**src/hdl/ifd_pkg.sv**
```systemverilog
// ifd_pkg: field positions, widths and reset values of the instruction field decoder
`default_nettype none
package ifd_pkg;
  // field start bits, bit 0 being the most significant bit of the word
  localparam int OPCODE_POS   = 0;
  localparam int OPCODE_W     = 6;
  localparam int FIELD6_POS   = 6;   // branch_options, cond_bit_dest, float_dest, int_dest
  localparam int FIELD11_POS  = 11;  // cond_select_index, cond_bit_src_a, float_src_a, int_operand_a
  localparam int FIELD16_POS  = 16;  // cond_bit_src_b, float_src_b, int_operand_b, string_byte_count
  localparam int FIELD21_POS  = 21;  // float_src_c, mask_begin
  localparam int MASK_END_POS = 26;
  localparam int REG_W        = 5;
  localparam int CFD_POS      = 6;
  localparam int CFS_POS      = 11;
  localparam int CF_W         = 3;
  localparam int CRM_POS      = 12;
  localparam int FM_POS       = 7;
  localparam int MASK8_W      = 8;
  localparam int NIBBLE_POS   = 16;
  localparam int NIBBLE_W     = 4;
  localparam int CMP_WIDE_POS = 10;
  localparam int LONG_POS     = 6;
  localparam int LONG_W       = 24;
  localparam int COND_POS     = 16;
  localparam int COND_W       = 14;
  localparam int LOAD_POS     = 16;
  localparam int LOAD_W       = 16;
  localparam int DS_POS       = 16;
  localparam int DS_W         = 14;
  localparam int WORD_SHIFT   = 2;   // two zero bits appended on the right
  localparam int NO_SHIFT     = 0;
  localparam int OVF_POS      = 21;
  localparam int ABS_POS      = 30;
  localparam int LINK_POS     = 31;
  localparam int RECORD_POS   = 31;
  localparam int ROT_OFFSET   = 32;  // rotate mask bits are numbered from 32
  // encodings and constants
  localparam logic        ABS_RELATIVE = 1'b0;
  localparam logic        ABS_ABSOLUTE = 1'b1;
  localparam logic [63:0] INSTR_BYTES  = 64'h0000_0000_0000_0004;
  localparam logic [63:0] RST_WORD     = 64'h0000_0000_0000_0000;
  localparam logic [31:0] UPPER_ZERO   = 32'h0000_0000;
endpackage : ifd_pkg
`default_nettype wire

```
**src/hdl/ifd_decoder.sv**
```systemverilog
// ifd_decoder: decode-stage field extraction, displacement, target and rotate mask forming
`default_nettype none
module ifd_decoder
  import ifd_pkg::*;
(
  // clock and reset
  input  wire logic        clk_in,
  input  wire logic        rst_in,
  // fetched instruction
  input  wire logic        instr_valid_in,
  input  wire logic [31:0] instr_in,
  input  wire logic [63:0] current_instr_addr_in,
  input  wire logic        mode_64_in,
  // decoded word
  output logic             valid_out,
  output logic [5:0]       primary_opcode_out,
  // branch fields and targets
  output logic [4:0]       branch_options_out,
  output logic [4:0]       cond_select_index_out,
  output logic             absolute_select_out,
  output logic [63:0]      long_target_out,
  output logic [63:0]      cond_target_out,
  output logic             link_write_out,
  output logic [63:0]      link_value_out,
  // condition register fields
  output logic [4:0]       cond_bit_src_a_out,
  output logic [4:0]       cond_bit_src_b_out,
  output logic [4:0]       cond_bit_dest_out,
  output logic [2:0]       cond_field_dest_out,
  output logic [2:0]       cond_field_src_out,
  output logic [7:0]       cond_field_mask_out,
  // float fields
  output logic [4:0]       float_src_a_out,
  output logic [4:0]       float_src_b_out,
  output logic [4:0]       float_src_c_out,
  output logic [4:0]       float_dest_out,
  output logic [4:0]       float_store_src_out,
  output logic [7:0]       float_field_mask_out,
  output logic [3:0]       status_nibble_value_out,
  // integer fields
  output logic [4:0]       int_operand_a_out,
  output logic [4:0]       int_operand_b_out,
  output logic [4:0]       int_dest_out,
  output logic [63:0]      load_disp_out,
  output logic [63:0]      doubleword_disp_out,
  output logic             doubleword_disp_valid_out,
  output logic [4:0]       string_byte_count_out,
  output logic [63:0]      rotate_mask_out,
  // flags
  output logic             compare_wide_out,
  output logic             overflow_update_out,
  output logic             record_flag_out
);

  // extended displacements
  logic [63:0] long_ext;
  logic [63:0] cond_ext;
  logic [63:0] load_ext;
  logic [63:0] ds_ext;

  ifd_sext #(.W(LONG_W), .SH(WORD_SHIFT)) u_long_ext (
    .field_in  (instr_in[31-LONG_POS -: LONG_W]),
    .wide_in   (mode_64_in),
    .value_out (long_ext)
  );
  ifd_sext #(.W(COND_W), .SH(WORD_SHIFT)) u_cond_ext (
    .field_in  (instr_in[31-COND_POS -: COND_W]),
    .wide_in   (mode_64_in),
    .value_out (cond_ext)
  );
  ifd_sext #(.W(LOAD_W), .SH(NO_SHIFT)) u_load_ext (
    .field_in  (instr_in[31-LOAD_POS -: LOAD_W]),
    .wide_in   (mode_64_in),
    .value_out (load_ext)
  );
  ifd_sext #(.W(DS_W), .SH(WORD_SHIFT)) u_ds_ext (
    .field_in  (instr_in[31-DS_POS -: DS_W]),
    .wide_in   (1'b1),
    .value_out (ds_ext)
  );

  // registered state
  logic        valid_q, valid_d;
  logic [5:0]  opcode_q, opcode_d;
  logic [4:0]  f6_q, f6_d;
  logic [4:0]  f11_q, f11_d;
  logic [4:0]  f16_q, f16_d;
  logic [4:0]  f21_q, f21_d;
  logic        abs_q, abs_d;
  logic [63:0] long_tgt_q, long_tgt_d;
  logic [63:0] cond_tgt_q, cond_tgt_d;
  logic        link_wr_q, link_wr_d;
  logic [63:0] link_val_q, link_val_d;
  logic [2:0]  cfd_q, cfd_d;
  logic [2:0]  cfs_q, cfs_d;
  logic [7:0]  crm_q, crm_d;
  logic [7:0]  fm_q, fm_d;
  logic [3:0]  nib_q, nib_d;
  logic [63:0] load_q, load_d;
  logic [63:0] ds_q, ds_d;
  logic        ds_ok_q, ds_ok_d;
  logic [63:0] rmask_q, rmask_d;
  logic        cmpw_q, cmpw_d;
  logic        ovf_q, ovf_d;
  logic        rec_q, rec_d;

  // address arithmetic wraps at machine width
  function automatic logic [63:0] ifd_fit(input logic [63:0] v, input logic wide);
    ifd_fit = wide ? v : {UPPER_ZERO, v[31:0]};
  endfunction : ifd_fit

  // next values: fields are sliced with bit 0 as the word's msb
  always_comb begin
    logic [4:0] mb;
    logic [4:0] me;
    logic [4:0] idx;
    mb         = instr_in[31-FIELD21_POS -: REG_W];
    me         = instr_in[31-MASK_END_POS -: REG_W];
    idx        = 5'h00;
    valid_d    = instr_valid_in;
    opcode_d   = opcode_q;
    f6_d       = f6_q;
    f11_d      = f11_q;
    f16_d      = f16_q;
    f21_d      = f21_q;
    abs_d      = abs_q;
    long_tgt_d = long_tgt_q;
    cond_tgt_d = cond_tgt_q;
    link_wr_d  = 1'b0;
    link_val_d = link_val_q;
    cfd_d      = cfd_q;
    cfs_d      = cfs_q;
    crm_d      = crm_q;
    fm_d       = fm_q;
    nib_d      = nib_q;
    load_d     = load_q;
    ds_d       = ds_q;
    ds_ok_d    = ds_ok_q;
    rmask_d    = rmask_q;
    cmpw_d     = cmpw_q;
    ovf_d      = ovf_q;
    rec_d      = rec_q;
    if (instr_valid_in) begin
      opcode_d = instr_in[31-OPCODE_POS -: OPCODE_W];
      f6_d     = instr_in[31-FIELD6_POS -: REG_W];
      f11_d    = instr_in[31-FIELD11_POS -: REG_W];
      f16_d    = instr_in[31-FIELD16_POS -: REG_W];
      f21_d    = instr_in[31-FIELD21_POS -: REG_W];
      cfd_d    = instr_in[31-CFD_POS -: CF_W];
      cfs_d    = instr_in[31-CFS_POS -: CF_W];
      crm_d    = instr_in[31-CRM_POS -: MASK8_W];
      fm_d     = instr_in[31-FM_POS -: MASK8_W];
      nib_d    = instr_in[31-NIBBLE_POS -: NIBBLE_W];
      load_d   = load_ext;
      ds_d     = ds_ext;
      ds_ok_d  = mode_64_in;
      cmpw_d   = mode_64_in & instr_in[31-CMP_WIDE_POS];
      ovf_d    = instr_in[31-OVF_POS];
      rec_d    = instr_in[31-RECORD_POS];
      abs_d    = instr_in[31-ABS_POS];
      // targets: absolute uses the displacement alone, relative adds the address
      if (instr_in[31-ABS_POS] == ABS_ABSOLUTE) begin
        long_tgt_d = long_ext;
        cond_tgt_d = cond_ext;
      end else begin
        long_tgt_d = ifd_fit(current_instr_addr_in + long_ext, mode_64_in);
        cond_tgt_d = ifd_fit(current_instr_addr_in + cond_ext, mode_64_in);
      end
      // link register gets the next sequential address
      link_wr_d = instr_in[31-LINK_POS];
      if (instr_in[31-LINK_POS]) begin
        link_val_d = ifd_fit(current_instr_addr_in + INSTR_BYTES, mode_64_in);
      end
      // rotate mask over bits 32..63, wrapping when begin lies past end
      rmask_d = RST_WORD;
      for (int i = 0; i < ROT_OFFSET; i++) begin
        idx = 5'(i);
        if ((mb <= me) ? (idx >= mb && idx <= me) : (idx >= mb || idx <= me)) begin
          rmask_d[31-i] = 1'b1;
        end
      end
    end
  end

  // pipeline registers
  always_ff @(posedge clk_in or posedge rst_in) begin
    if (rst_in) begin
      valid_q    <= 1'b0;
      opcode_q   <= 6'h00;
      f6_q       <= 5'h00;
      f11_q      <= 5'h00;
      f16_q      <= 5'h00;
      f21_q      <= 5'h00;
      abs_q      <= ABS_RELATIVE;
      long_tgt_q <= RST_WORD;
      cond_tgt_q <= RST_WORD;
      link_wr_q  <= 1'b0;
      link_val_q <= RST_WORD;
      cfd_q      <= 3'h0;
      cfs_q      <= 3'h0;
      crm_q      <= 8'h00;
      fm_q       <= 8'h00;
      nib_q      <= 4'h0;
      load_q     <= RST_WORD;
      ds_q       <= RST_WORD;
      ds_ok_q    <= 1'b0;
      rmask_q    <= RST_WORD;
      cmpw_q     <= 1'b0;
      ovf_q      <= 1'b0;
      rec_q      <= 1'b0;
    end else begin
      valid_q    <= valid_d;
      opcode_q   <= opcode_d;
      f6_q       <= f6_d;
      f11_q      <= f11_d;
      f16_q      <= f16_d;
      f21_q      <= f21_d;
      abs_q      <= abs_d;
      long_tgt_q <= long_tgt_d;
      cond_tgt_q <= cond_tgt_d;
      link_wr_q  <= link_wr_d;
      link_val_q <= link_val_d;
      cfd_q      <= cfd_d;
      cfs_q      <= cfs_d;
      crm_q      <= crm_d;
      fm_q       <= fm_d;
      nib_q      <= nib_d;
      load_q     <= load_d;
      ds_q       <= ds_d;
      ds_ok_q    <= ds_ok_d;
      rmask_q    <= rmask_d;
      cmpw_q     <= cmpw_d;
      ovf_q      <= ovf_d;
      rec_q      <= rec_d;
    end
  end

  // outputs straight from the pipeline registers; shared fields fan out by name
  assign valid_out                 = valid_q;
  assign primary_opcode_out        = opcode_q;
  assign branch_options_out        = f6_q;
  assign cond_select_index_out     = f11_q;
  assign absolute_select_out       = abs_q;
  assign long_target_out           = long_tgt_q;
  assign cond_target_out           = cond_tgt_q;
  assign link_write_out            = link_wr_q;
  assign link_value_out            = link_val_q;
  assign cond_bit_src_a_out        = f11_q;
  assign cond_bit_src_b_out        = f16_q;
  assign cond_bit_dest_out         = f6_q;
  assign cond_field_dest_out       = cfd_q;
  assign cond_field_src_out        = cfs_q;
  assign cond_field_mask_out       = crm_q;
  assign float_src_a_out           = f11_q;
  assign float_src_b_out           = f16_q;
  assign float_src_c_out           = f21_q;
  assign float_dest_out            = f6_q;
  assign float_store_src_out       = f6_q;
  assign float_field_mask_out      = fm_q;
  assign status_nibble_value_out   = nib_q;
  assign int_operand_a_out         = f11_q;
  assign int_operand_b_out         = f16_q;
  assign int_dest_out              = f6_q;
  assign load_disp_out             = load_q;
  assign doubleword_disp_out       = ds_q;
  assign doubleword_disp_valid_out = ds_ok_q;
  assign string_byte_count_out     = f16_q;
  assign rotate_mask_out           = rmask_q;
  assign compare_wide_out          = cmpw_q;
  assign overflow_update_out       = ovf_q;
  assign record_flag_out           = rec_q;
endmodule : ifd_decoder
`default_nettype wire

```
**src/hdl/ifd_sext.sv**
```systemverilog
// ifd_sext: sign-extends a displacement field to machine width, with optional zero bits appended
`default_nettype none
module ifd_sext
  import ifd_pkg::*;
#(
  parameter int W  = 14,
  parameter int SH = 2
) (
  // field and mode
  input  wire logic [W-1:0] field_in,
  input  wire logic         wide_in,
  // extended value, upper half zero in 32-bit mode
  output logic      [63:0]  value_out
);
  logic [63:0] ext;

  // extend as a signed quantity, then shift in the low zero bits
  always_comb begin
    ext       = 64'($signed(field_in)) << SH;
    value_out = wide_in ? ext : {UPPER_ZERO, ext[31:0]};
  end
endmodule : ifd_sext
`default_nettype wire

```
**config.mk**
```make
export PLATFORM = sky130hd
export DESIGN_NAME = ifd_decoder
export DESIGN_NICKNAME = d
export VERILOG_FILES = /design/src/hdl/ifd_pkg.sv /design/src/hdl/ifd_decoder.sv /design/src/hdl/ifd_sext.sv
export SDC_FILE = /design/constraint.sdc
export NUM_CORES = 1
export LEC_CHECK = 0
export BUFFER_PORTS_ARGS = -buffer_cell sky130_fd_sc_hd__buf_2
export CORE_AREA = 2 2 228 230
export DETAILED_ROUTE_END_ITERATION = 6
export DIE_AREA = 0 0 230 232
export PLACE_DENSITY = 0.69
export SKIP_LAST_GASP = 1
export SYNTH_ARGS = -nofsm -noshare
export SYNTH_HDL_FRONTEND = slang
export SYNTH_SLANG_ARGS = --single-unit
```
**constraint.sdc**
```tcl
create_clock -name clk_in -period 13.81 [get_ports clk_in]
set_input_delay 2.0715 -clock clk_in [delete_from_list [all_inputs] [get_ports clk_in]]
set_output_delay 2.0715 -clock clk_in [all_outputs]
set_load 0.005 [all_outputs]
```
==> out/metrics.yaml, run 1 <==
grt:
  gr-usage-all-layers_pct: 25.9
  overflow: 0
  grt_pass1_wl_mm: 106
  grt_start_max_net_pins: 111
  antenna_found_initial: 12
  grt_pass1_vias: 16700
worst_setup_path:
  crit_type: "input pin to flop"
  cp.arrival_ps: 6110
  crit_path_start_kind: "input pin"
  cp_max_fo: 11
  cp.required_ps: 14320
  critPathCaptureType: "flop"
logic_synthesis:
  yosysSeqAreaShare_pct: 32.2
  syn_avg_cell_area_um2: 8.15
  synth_area_um2: 19000
  synth_seq_cells: 245
  synth_enable_flop_cells: 0
  async_flop_share_pct: 100
  ys.flop_type: "dfrtp_1"
  netlist_instances: 2336
  synthDistinctLibCells: 93
  ys_warn_count: 0
clock_tree:
  cts_buffer_depth: 3
  cts_num_sinks: 245
  numCtsBuffers: 31
  clk_latency_ps: 600
  post-cts-setup-buffers: 0
  cts_tree: "done"
  htree_levels: 1
  clkTransAtPathRegs_ps: 50
  cts_hold_buf: 0
  cts_root_buffer: "clkbuf_16"
  cts.repair.resized: 0
final_layout:
  multi_input_comb_area_um2: 10500
  fin_cells: 3291
  drive_above_1_share_pct: 27.1
  fin_nets: 2736
  fillers: 5195
  seq_area_um2: 6130
  syn2layout_area_growth_pct: 13.2
sta:
  skew_ps: 0
  worst_pin_slew_ps: 1260
  setup_viol: 0
  period_share_pct: 40.6
  period_needed_ps: 5600
  slew_viol_final: 0
  relSlewSlack_pct: 15.5
  fin_setup_tns_ps: 0
  hold_violations: 0
  fmax_mhz: 178
  rsz0062_at_grt: "false"
place:
  dp_hpwl_mm: 53.8
  gp_congestion: 0.966
  dp.cells: 3230
  io_buffers: 558
power_and_ir_drop:
  p_seq_share_pct: 37.3
  internal-power_mw: 1.53
  power_frac_comb_pct: 27.7
  swShare_pct: 34.3
  max-vdd-ir-drop_mv: 0.0897
  switching_power_mw: 0.799
  pwr-share-clk_pct: 35.0
  p_leak_nw: 9.80
  cellPowerDensity_nw_per_um2: 108
die:
  die_area_um2: 53400
  start_util_pct: 37.4
  die_y_um: 232
  die_w_um: 230
  coreArea_um2: 50900
  pin_count: 593
  rows: 83
flow_run:
  max-cap-violations: 0
routing:
  wl_per_cell_um: 22.0
  drt_iter0_drc: 1567
  first_pass_iters: 6
  vias: 18500
  wirelength_mm: 72.3
  vias_per_cell: 5.61
  drcViolationCount: 0
  ant_nets: 0
worst_hold_path:
  hold_class: "flop to flop"
run_status:
  status: "completed"
final timing paths:
check / start / end / slack [ps] / cells after the start
setup / recovery: instr_in[2] / long_target_out[60]$_DFFE_PP0P_ / 8210 / 12
max in group asynchronous: rst_in / cond_target_out[26]$_DFFE_PP0P_ / 10640 / 3
hold reg to reg: link_value_out[11]$_DFFE_PP0P_ / link_value_out[11]$_DFFE_PP0P_ / 470 / 2
setup reg to reg: long_target_out[43]$_DFFE_PP0P_ / long_target_out[43]$_DFFE_PP0P_ / 12500 / 4
hold / removal: link_value_out[11]$_DFFE_PP0P_ / link_value_out[11]$_DFFE_PP0P_ / 470 / 2
min in group asynchronous: rst_in / long_target_out[63]$_DFFE_PP0P_ / 1620 / 2
cells by family (layout without fill, tap and decap cells):
logic type | Yosys count | after routing | share of synthesized area [%]
flip-flops | 245 | 245 | 32.2
XOR/XNOR | 142 | 142 | 6.53
buffers and inverters | 428 | 666 | 13.5
multiplexers | 77 | 77 | 4.35
AND/OR/NAND/NOR | 804 | 804 | 20.2
other | 1 | 38 | 0.0197
AO/OA/AOI/OAI | 580 | 580 | 19.4
adder cells (fa/ha/maj) | 59 | 59 | 3.84
Yosys cell counts (12+ instances only):
library cell | n | area, um^2
nand2_1 | 255 | 957
buf_4 | 249 | 1870
dfrtp_1 | 245 | 6130
nor2_1 | 209 | 785
a21oi_1 | 177 | 886
o21ai_0 | 140 | 701
clkbuf_1 | 115 | 432
xor2_1 | 75 | 657
xnor2_1 | 67 | 587
nand3_1 | 63 | 315
nor3_1 | 61 | 305
ha_1 | 52 | 651
mux2_2 | 40 | 450
nand4_1 | 40 | 250
o31ai_1 | 39 | 293
and3_1 | 35 | 219
mux2i_1 | 33 | 330
a31oi_1 | 32 | 200
a21o_1 | 31 | 233
inv_1 | 28 | 105
nor4_1 | 25 | 156
o21a_1 | 24 | 180
and2_1 | 23 | 144
buf_1 | 19 | 71.3
o211ai_1 | 18 | 135
or3_1 | 16 | 100
or4_1 | 13 | 97.6
buf_2 | 12 | 60.1
o2bb2ai_1 | 12 | 105
state kept, by name (all words and copies together) (netlist names), 4 cells and up:
| name | flops |
|---|---|
| link_value_out | 64 |
| long_target_out | 64 |
| cond_target_out | 48 |
| rotate_mask_out | 32 |
| load_disp_out | 8 |
| primary_opcode_out | 6 |
| branch_options_out | 5 |
| cond_bit_src_a_out | 4 |
| cond_bit_src_b_out | 4 |
| float_src_c_out | 4 |
metrics by stage:
stage,worst slack (ps),instance area (um^2),hold slack (ps),utilization [%],power (mW)
floorplan,5010,19200,470,-,1.31
global placement,7770,20500,456,40.4,1.52
detailed placement,7760,20500,461,40.4,1.53
CTS,8350,21600,473,42.4,2.35
global route,7940,21600,480,42.4,2.46
finish,8210,21600,469,42.4,2.33
final cells by class:
class	instances	share of cell area, %
multi-input combinational	1696	48.6
sequential	245	28.4
timing repair buffer	578	13.7
clock buffer	40	3.99
tap	680	3.95
clock inverter	17	0.725
inverter	31	0.574
antenna	4	0.0464
cell usage in the layout, fill, tap and decap left out, types with 61 or more instances in the layout:
master	count
a21oi_1	175
buf_2	557
dfrtp_1	244
nand2_1	254
nand3_1	63
nor2_1	209
nor3_1	61
o21ai_0	140
xnor2_1	67
xor2_1	75
worst max-delay path, cell delays in order:
cell and delay (ps):
buf_2 150, ha_1 240, fa_1 420, a211oi_1 400
o211ai_1 270, a211oi_1 480, o2111ai_1 310, a41oi_1 1020
mux2i_1 310, xnor2_1 150, nand2_1 70, a21oi_1 200
power groups by stage:
stage | sequential [mW] | combinational, mW | clock, mW
2_1_floorplan | 0.880 | 0.428 | 0
3_3_place_gp | 0.879 | 0.644 | 0
3_5_place_dp | 0.880 | 0.647 | 0
4_1_cts | 0.869 | 0.650 | 0.835
5_1_grt | 0.881 | 0.706 | 0.870
6_report | 0.869 | 0.646 | 0.817
metal layers:
layer  GRT usage (%)  vias up  share of wire [%]
met1            32.4     8787                 39
met2            45.2      946                 49
met4            8.25       12                4.0
li1                -     8536                  -
met5               0        -               0.11
met3            4.69      174                8.4
(Power assumes the default switching activity.)
==> run 2: changes to the inputs <==
==> constraint.sdc (replaced) <==
create_clock -name clk_in -period 5.3 [get_ports clk_in]
set_input_delay 0.795 -clock clk_in [delete_from_list [all_inputs] [get_ports clk_in]]
set_output_delay 0.795 -clock clk_in [all_outputs]
set_load 0.005 [all_outputs]
==> run 2 against run 1 <==
Die area stayed put; sequential share of layout area fell by 0.15 points; via count decreased by 0.47%; cell count barely moved; clock power rose to 2.7 times the previous value; flip-flop and latch count stayed put; clock skew stayed put; critical path depth unchanged; highest routed layer unchanged.
==> out/metrics.yaml, run 2 (synthesis gave the netlist of run 1 again) <==
run_status:
  status: "completed"
clock_tree:
  clk_latency_ps: 570
  post-cts-setup-buffers: 0
  cts_buffer_depth: 3
  cts_hold_buf: 0
  cts_tree: "done"
  numCtsBuffers: 31
  cts.repair.resized: 0
  cts_root_buffer: "clkbuf_16"
  htree_levels: 1
  cts_num_sinks: 245
  clkTransAtPathRegs_ps: 60
sta:
  setup_viol: 0
  slew_viol_final: 0
  hold_violations: 0
  worst_pin_slew_ps: 1230
  fmax_mhz: 261
  fin_setup_tns_ps: 0
  whs_ps: 389
  skew_ps: 0
  rsz0062_at_grt: "false"
  period_share_pct: 72.2
  period_needed_ps: 3830
  relSlewSlack_pct: 17.6
place:
  dp_hpwl_mm: 54.4
  gp_congestion: 0.980
  io_buffers: 558
power_and_ir_drop:
  p_leak_nw: 9.86
  total_power_mw: 6.19
  max-vdd-ir-drop_mv: 0.239
  cellPowerDensity_nw_per_um2: 285
routing:
  first_pass_iters: 5
  vias: 18400
  wl_per_cell_um: 22.1
  ant_nets: 0
  wirelength_mm: 72.7
  vias_per_cell: 5.58
  drcViolationCount: 0
  drt_iter0_drc: 1859
worst_setup_path:
  cp.required_ps: 5800
  startpoint: "instr_in[2]"
  slowest_delay_ps: 640
  crit_type: "input pin to flop"
  crit_slowest_cell: "a31oi_1"
  critPathCaptureType: "flop"
  cp_common_cell: "a211oi_1"
  cp.arrival_ps: 4330
  crit_path_start_kind: "input pin"
  rr_startpoint: "long_target_out[56]$_DFFE_PP0P_"
  crit_chain: "buf_2 -> ha_1 -> fa_1 -> a211oi_1 -> o211ai_1 -> a211oi_1 -> o2111ai_1 -> a31oi_1 -> mux2i_1 -> xnor2_1 -> nand2_1 -> a21oi_1"
  cp_max_fo: 8
worst_hold_path:
  hold_class: "input pin to async pin"
die:
  die_w_um: 230
  die_y_um: 232
  start_util_pct: 37.4
  rows: 83
  die_area_um2: 53400
  coreArea_um2: 50900
  pin_count: 593
final_layout:
  fin_nets: 2741
  layout_commonest_cell: "buf_2"
  drive_above_1_share_pct: 27.2
  layout_common_cells: "buf_2, nand2_1, dfrtp_1, nor2_1, a21oi_1"
  fillers: 5226
  syn2layout_area_growth_pct: 13.8
grt:
  grt_start_max_net_pins: 137
  grt_pass1_wl_mm: 106
  grt_pass1_vias: 16700
  overflow: 0
  gr-usage-all-layers_pct: 25.9
  antenna_found_initial: 10
flow_run:
  max-cap-violations: 0
[run 2: changes by cell type in the layout (fill, tap and decap cells not counted)]
cell,previous run,this run
clkinv_4,2,1
inv_6,1,3
buf_12,0,3
bufinv_16,2,4
clkinvlp_4,4,2
diode_2,4,1
inv_8,1,0
clkinv_2,8,7
clkbuf_1,4,6
buf_4,20,22
[run 2: stage by stage]
step                setup WS [ps]  instance area [um^2]  utilization (%)  cells
floorplan                    1290                 19200                -   2369
global placement             1060                 20600             40.5   3235
detailed placement            993                 20600             40.5   3235
CTS                          1610                 21700             42.6   3293
global route                 1220                 21700             42.6   3294
finish                       1470                 21700             42.6   3294
[run 2: worst paths after layout]
check / cells after the start / slack (ps) / endpoint
worst min register to register: 2 / 470 / link_value_out[11]$_DFFE_PP0P_
worst max-delay path: 12 / 1470 / long_target_out[58]$_DFFE_PP0P_
max in group asynchronous: 3 / 4130 / long_target_out[23]$_DFFE_PP0P_
min in group clk_in: 3 / 430 / link_value_out[0]$_DFFE_PP0P_
worst min-delay path: 3 / 390 / primary_opcode_out[4]$_DFFE_PP0P_
worst max register to register: 4 / 3890 / long_target_out[56]$_DFFE_PP0P_
[run 2: worst max-delay path: cells and delay by family]
kind	cells	cell delay [ps]
AO/OA/AOI/OAI	6	2170
adder cells (fa/ha/maj)	2	690
multiplexers	1	300
buffers and inverters	1	160
XOR/XNOR	1	140
AND/OR/NAND/NOR	1	70
[run 2: layer usage]
layer  share of wire [%]  GRT usage (%)  wire (um)
met4                 3.1           7.36       2260
met1                  39           32.1      28100
met5                0.13              0         98
met2                  50           46.1      36400
met3                 8.0           4.42       5820
[run 2: where the power goes]
part           internal [mW]  switching (mW)
logic                  0.667            1.03
clock network           1.34           0.889
registers               2.10           0.169
total                   4.10            2.09
[run 2: final cells by class]
type / count / area [um^2] / area share, %
inverters: 31 / 120 / 0.554
multi-input cells: 1696 / 10500 / 48.4
flip-flops and latches: 245 / 6130 / 28.3
clock inverters: 16 / 198 / 0.912
diodes: 1 / 2.50 / 0.0115
repair buffers: 583 / 3020 / 13.9
well taps: 680 / 851 / 3.92
clock buffers: 42 / 867 / 4.00
==> run 3: changes to the inputs <==
--- a/config.mk
+++ b/config.mk
@@ -5,11 +5,11 @@
 export SDC_FILE = /design/constraint.sdc
 export NUM_CORES = 1
 export LEC_CHECK = 0
+export ABC_AREA = 1
 export BUFFER_PORTS_ARGS = -buffer_cell sky130_fd_sc_hd__buf_2
-export CORE_AREA = 2 2 228 230
+export CORE_UTILIZATION = 45
 export DETAILED_ROUTE_END_ITERATION = 6
-export DIE_AREA = 0 0 230 232
-export PLACE_DENSITY = 0.69
+export PLACE_DENSITY = 0.79
 export SKIP_LAST_GASP = 1
 export SYNTH_ARGS = -nofsm -noshare
 export SYNTH_HDL_FRONTEND = slang
==> constraint.sdc (replaced) <==
create_clock -name clk_in -period 3.2 [get_ports clk_in]
set_input_delay 0.48 -clock clk_in [delete_from_list [all_inputs] [get_ports clk_in]]
set_output_delay 0.48 -clock clk_in [all_outputs]
set_load 0.005 [all_outputs]
==> run 3 against run 2 <==
Core utilization rose by 10 points; via count rose by 51%; sequential power rose by 69%; critical path type unchanged; largest power group is now combinational cells; clock skew did not move; die area rose by 0.24%.
==> out/metrics.yaml, run 3 <==
run_status:
  status: "completed"
worst_setup_path:
  cp_max_fo: 18
  reg2reg_slack_ps: 1660
  cp.arrival_ps: 3240
  crit_path_start_kind: "input pin"
  crit_type: "input pin to flop"
  rr_startpoint: "load_disp_out[62]$_DFFE_PP0P_"
  critPathCaptureType: "flop"
  r2r-end: "load_disp_out[62]$_DFFE_PP0P_"
  r2r_cells: 2
  cp.required_ps: 3730
clock_tree:
  cts_root_buffer: "clkbuf_16"
  numCtsBuffers: 31
  cts_buffer_depth: 3
  clkTransAtPathRegs_ps: 70
  htree_levels: 1
  cts_tree: "done"
  cts_num_sinks: 245
  clk_latency_ps: 580
worst_hold_path:
  hold_class: "input pin to flop"
  hold_start: "instr_in[27]"
  whs_path_depth: 3
  whs_endpoint: "primary_opcode_out[1]$_DFFE_PP0P_"
die:
  coreArea_um2: 51600
  rows: 83
  die_y_um: 231
  die_w_um: 231
  pin_count: 593
  start_util_pct: 45.8
  die_area_um2: 53500
sta:
  slew_viol_final: 0
  relSlewSlack_pct: 24.3
  worst_pin_slew_ps: 1130
  whs_ps: 79.6
  skew_ps: 0
  rsz0062_at_grt: "false"
  period_needed_ps: 2710
  period_share_pct: 84.5
  hold_violations: 0
  setup_viol: 0
  fmax_mhz: 370
grt:
  antenna_found_initial: 5
  grt_pass1_vias: 24900
  grt_start_max_net_pins: 98
  gr-usage-all-layers_pct: 40.6
  grt_pass1_wl_mm: 161
  overflow: 0
power_and_ir_drop:
  total_power_mw: 11.4
  p_leak_nw: 15.4
  cellPowerDensity_nw_per_um2: 417
  max-vdd-ir-drop_mv: 0.453
routing:
  wl_per_cell_um: 21.9
  first_pass_iters: 7
  vias_per_cell: 5.44
  vias: 27700
  drt_iter0_drc: 3340
  ant_nets: 0
  wirelength_mm: 112
  drcViolationCount: 0
logic_synthesis:
  muxShareOfSynthArea_pct: 0
  synth-compound-area-share_pct: 10.9
  async_flop_share_pct: 100
  synth_top_cell_by_area: "dfrtp_1"
  yosysSeqAreaShare_pct: 25.9
  syn_avg_cell_area_um2: 5.95
  synth_area_leaders: "dfrtp_1, nand2_1, inv_1"
  synth_xor_area_share_pct: 1.70
  netlist_instances: 3973
  synthDistinctLibCells: 52
  synth_top_family_by_area: "simple AND/OR/NAND/NOR gates"
  synth_enable_flop_cells: 0
  yosys.area_share.adder_pct: 2.84
  synth_area_um2: 23700
  synth_seq_cells: 245
  synth_top_area_share_pct: 25.9
  ys_warn_count: 0
  yosysMostFrequentCell: "nand2_1"
  synth_commonest_cells: "nand2_1, inv_1, nor2_1"
  ys.flop_type: "dfrtp_1"
  synthSimpleGateAreaFrac_pct: 40.3
final_layout:
  layout_commonest_cell: "nand2_1"
  syn2layout_area_growth_pct: 15.0
  stdcell_area_um2: 27200
  seq_area_um2: 6130
  fin_nets: 4528
  layout_common_cells: "nand2_1, buf_2, inv_1, nor2_1, nand3_1"
  multi_input_comb_area_um2: 13300
  drive_above_1_share_pct: 19.4
  post-route-util_pct: 52.7
  fillers: 5476
flow_run:
  max-cap-violations: 0
place:
  placed_area_um2: 26100
  gp_congestion: 1.04
  dp_hpwl_mm: 92.8
  io_buffers: 558
[run 3: cells by family after synthesis]
group	count (synthesis)
buffers and inverters	886
flip-flops	245
AO/OA/AOI/OAI	459
adder cells (fa/ha/maj)	53
AND/OR/NAND/NOR	2283
other	1
XOR/XNOR	46
[run 3: worst max-delay path, stage by stage]
cell     delay, ps
buf_2          400
buf_4          240
ha_1           240
nand2_1        130
nor2_1         330
nand2_1        130
nor2_1         250
nand2_1         90
nand3_1        270
nand2_1         80
nand2_1        130
nand2_1        120
nand3_1         90
nand3_1         80
a21oi_1        130
[run 3: worst max-delay path by stage]
stage	start	end	slack [ps]	cells after the start
floorplan	rst_in	branch_options_out[0]$_DFFE_PP0P_	-500	1
CTS	instr_in[15]	cond_target_out[48]$_DFFE_PP0P_	630	15
finish	instr_in[15]	cond_target_out[48]$_DFFE_PP0P_	490	15
global route	instr_in[15]	cond_target_out[48]$_DFFE_PP0P_	290	15
detailed placement	instr_in[15]	cond_target_out[48]$_DFFE_PP0P_	-20	15
global placement	instr_in[15]	cond_target_out[48]$_DFFE_PP0P_	40	15
[run 3: through the flow]
stage,instances,setup TNS [ps],setup WS [ps]
global placement,5021,0,42.6
CTS,5079,0,628
global route,5081,0,291
detailed placement,5021,-15.3,-15.3
finish,5082,0,495
floorplan,4006,-121950,-498
[run 3: repair_timing]
item | 4_1_cts | 5_1_grt
setup endpoints to repair | 0 | 0
gates resized for setup | 0 | 0
setup buffers | 0 | 0
hold buffers | 1 | 0
endpoints found under the hold margin | 12 | 0
[run 3: area by class of cell]
class,count,area share (%)
flip-flops and latches,245,22.5
clock inverters,24,0.957
diodes,3,0.0276
repair buffers,679,13.9
inverters,543,7.52
well taps,680,3.13
multi-input cells,2875,49.0
clock buffers,33,2.92
[run 3: power breakdown]
part	internal [mW]	total (mW)	switching, mW
Combinational	1.31	3.84	2.53
Sequential	3.48	3.83	0.345
Clock	2.07	3.68	1.61
Total	6.86	11.4	4.49
[run 3: per-layer routing]
metal  track usage (%)  share of wire (%)
met5                 0              0.021
met1              52.4                 40
met3              6.87                9.1
met4              21.1                6.2
met2              64.9                 44
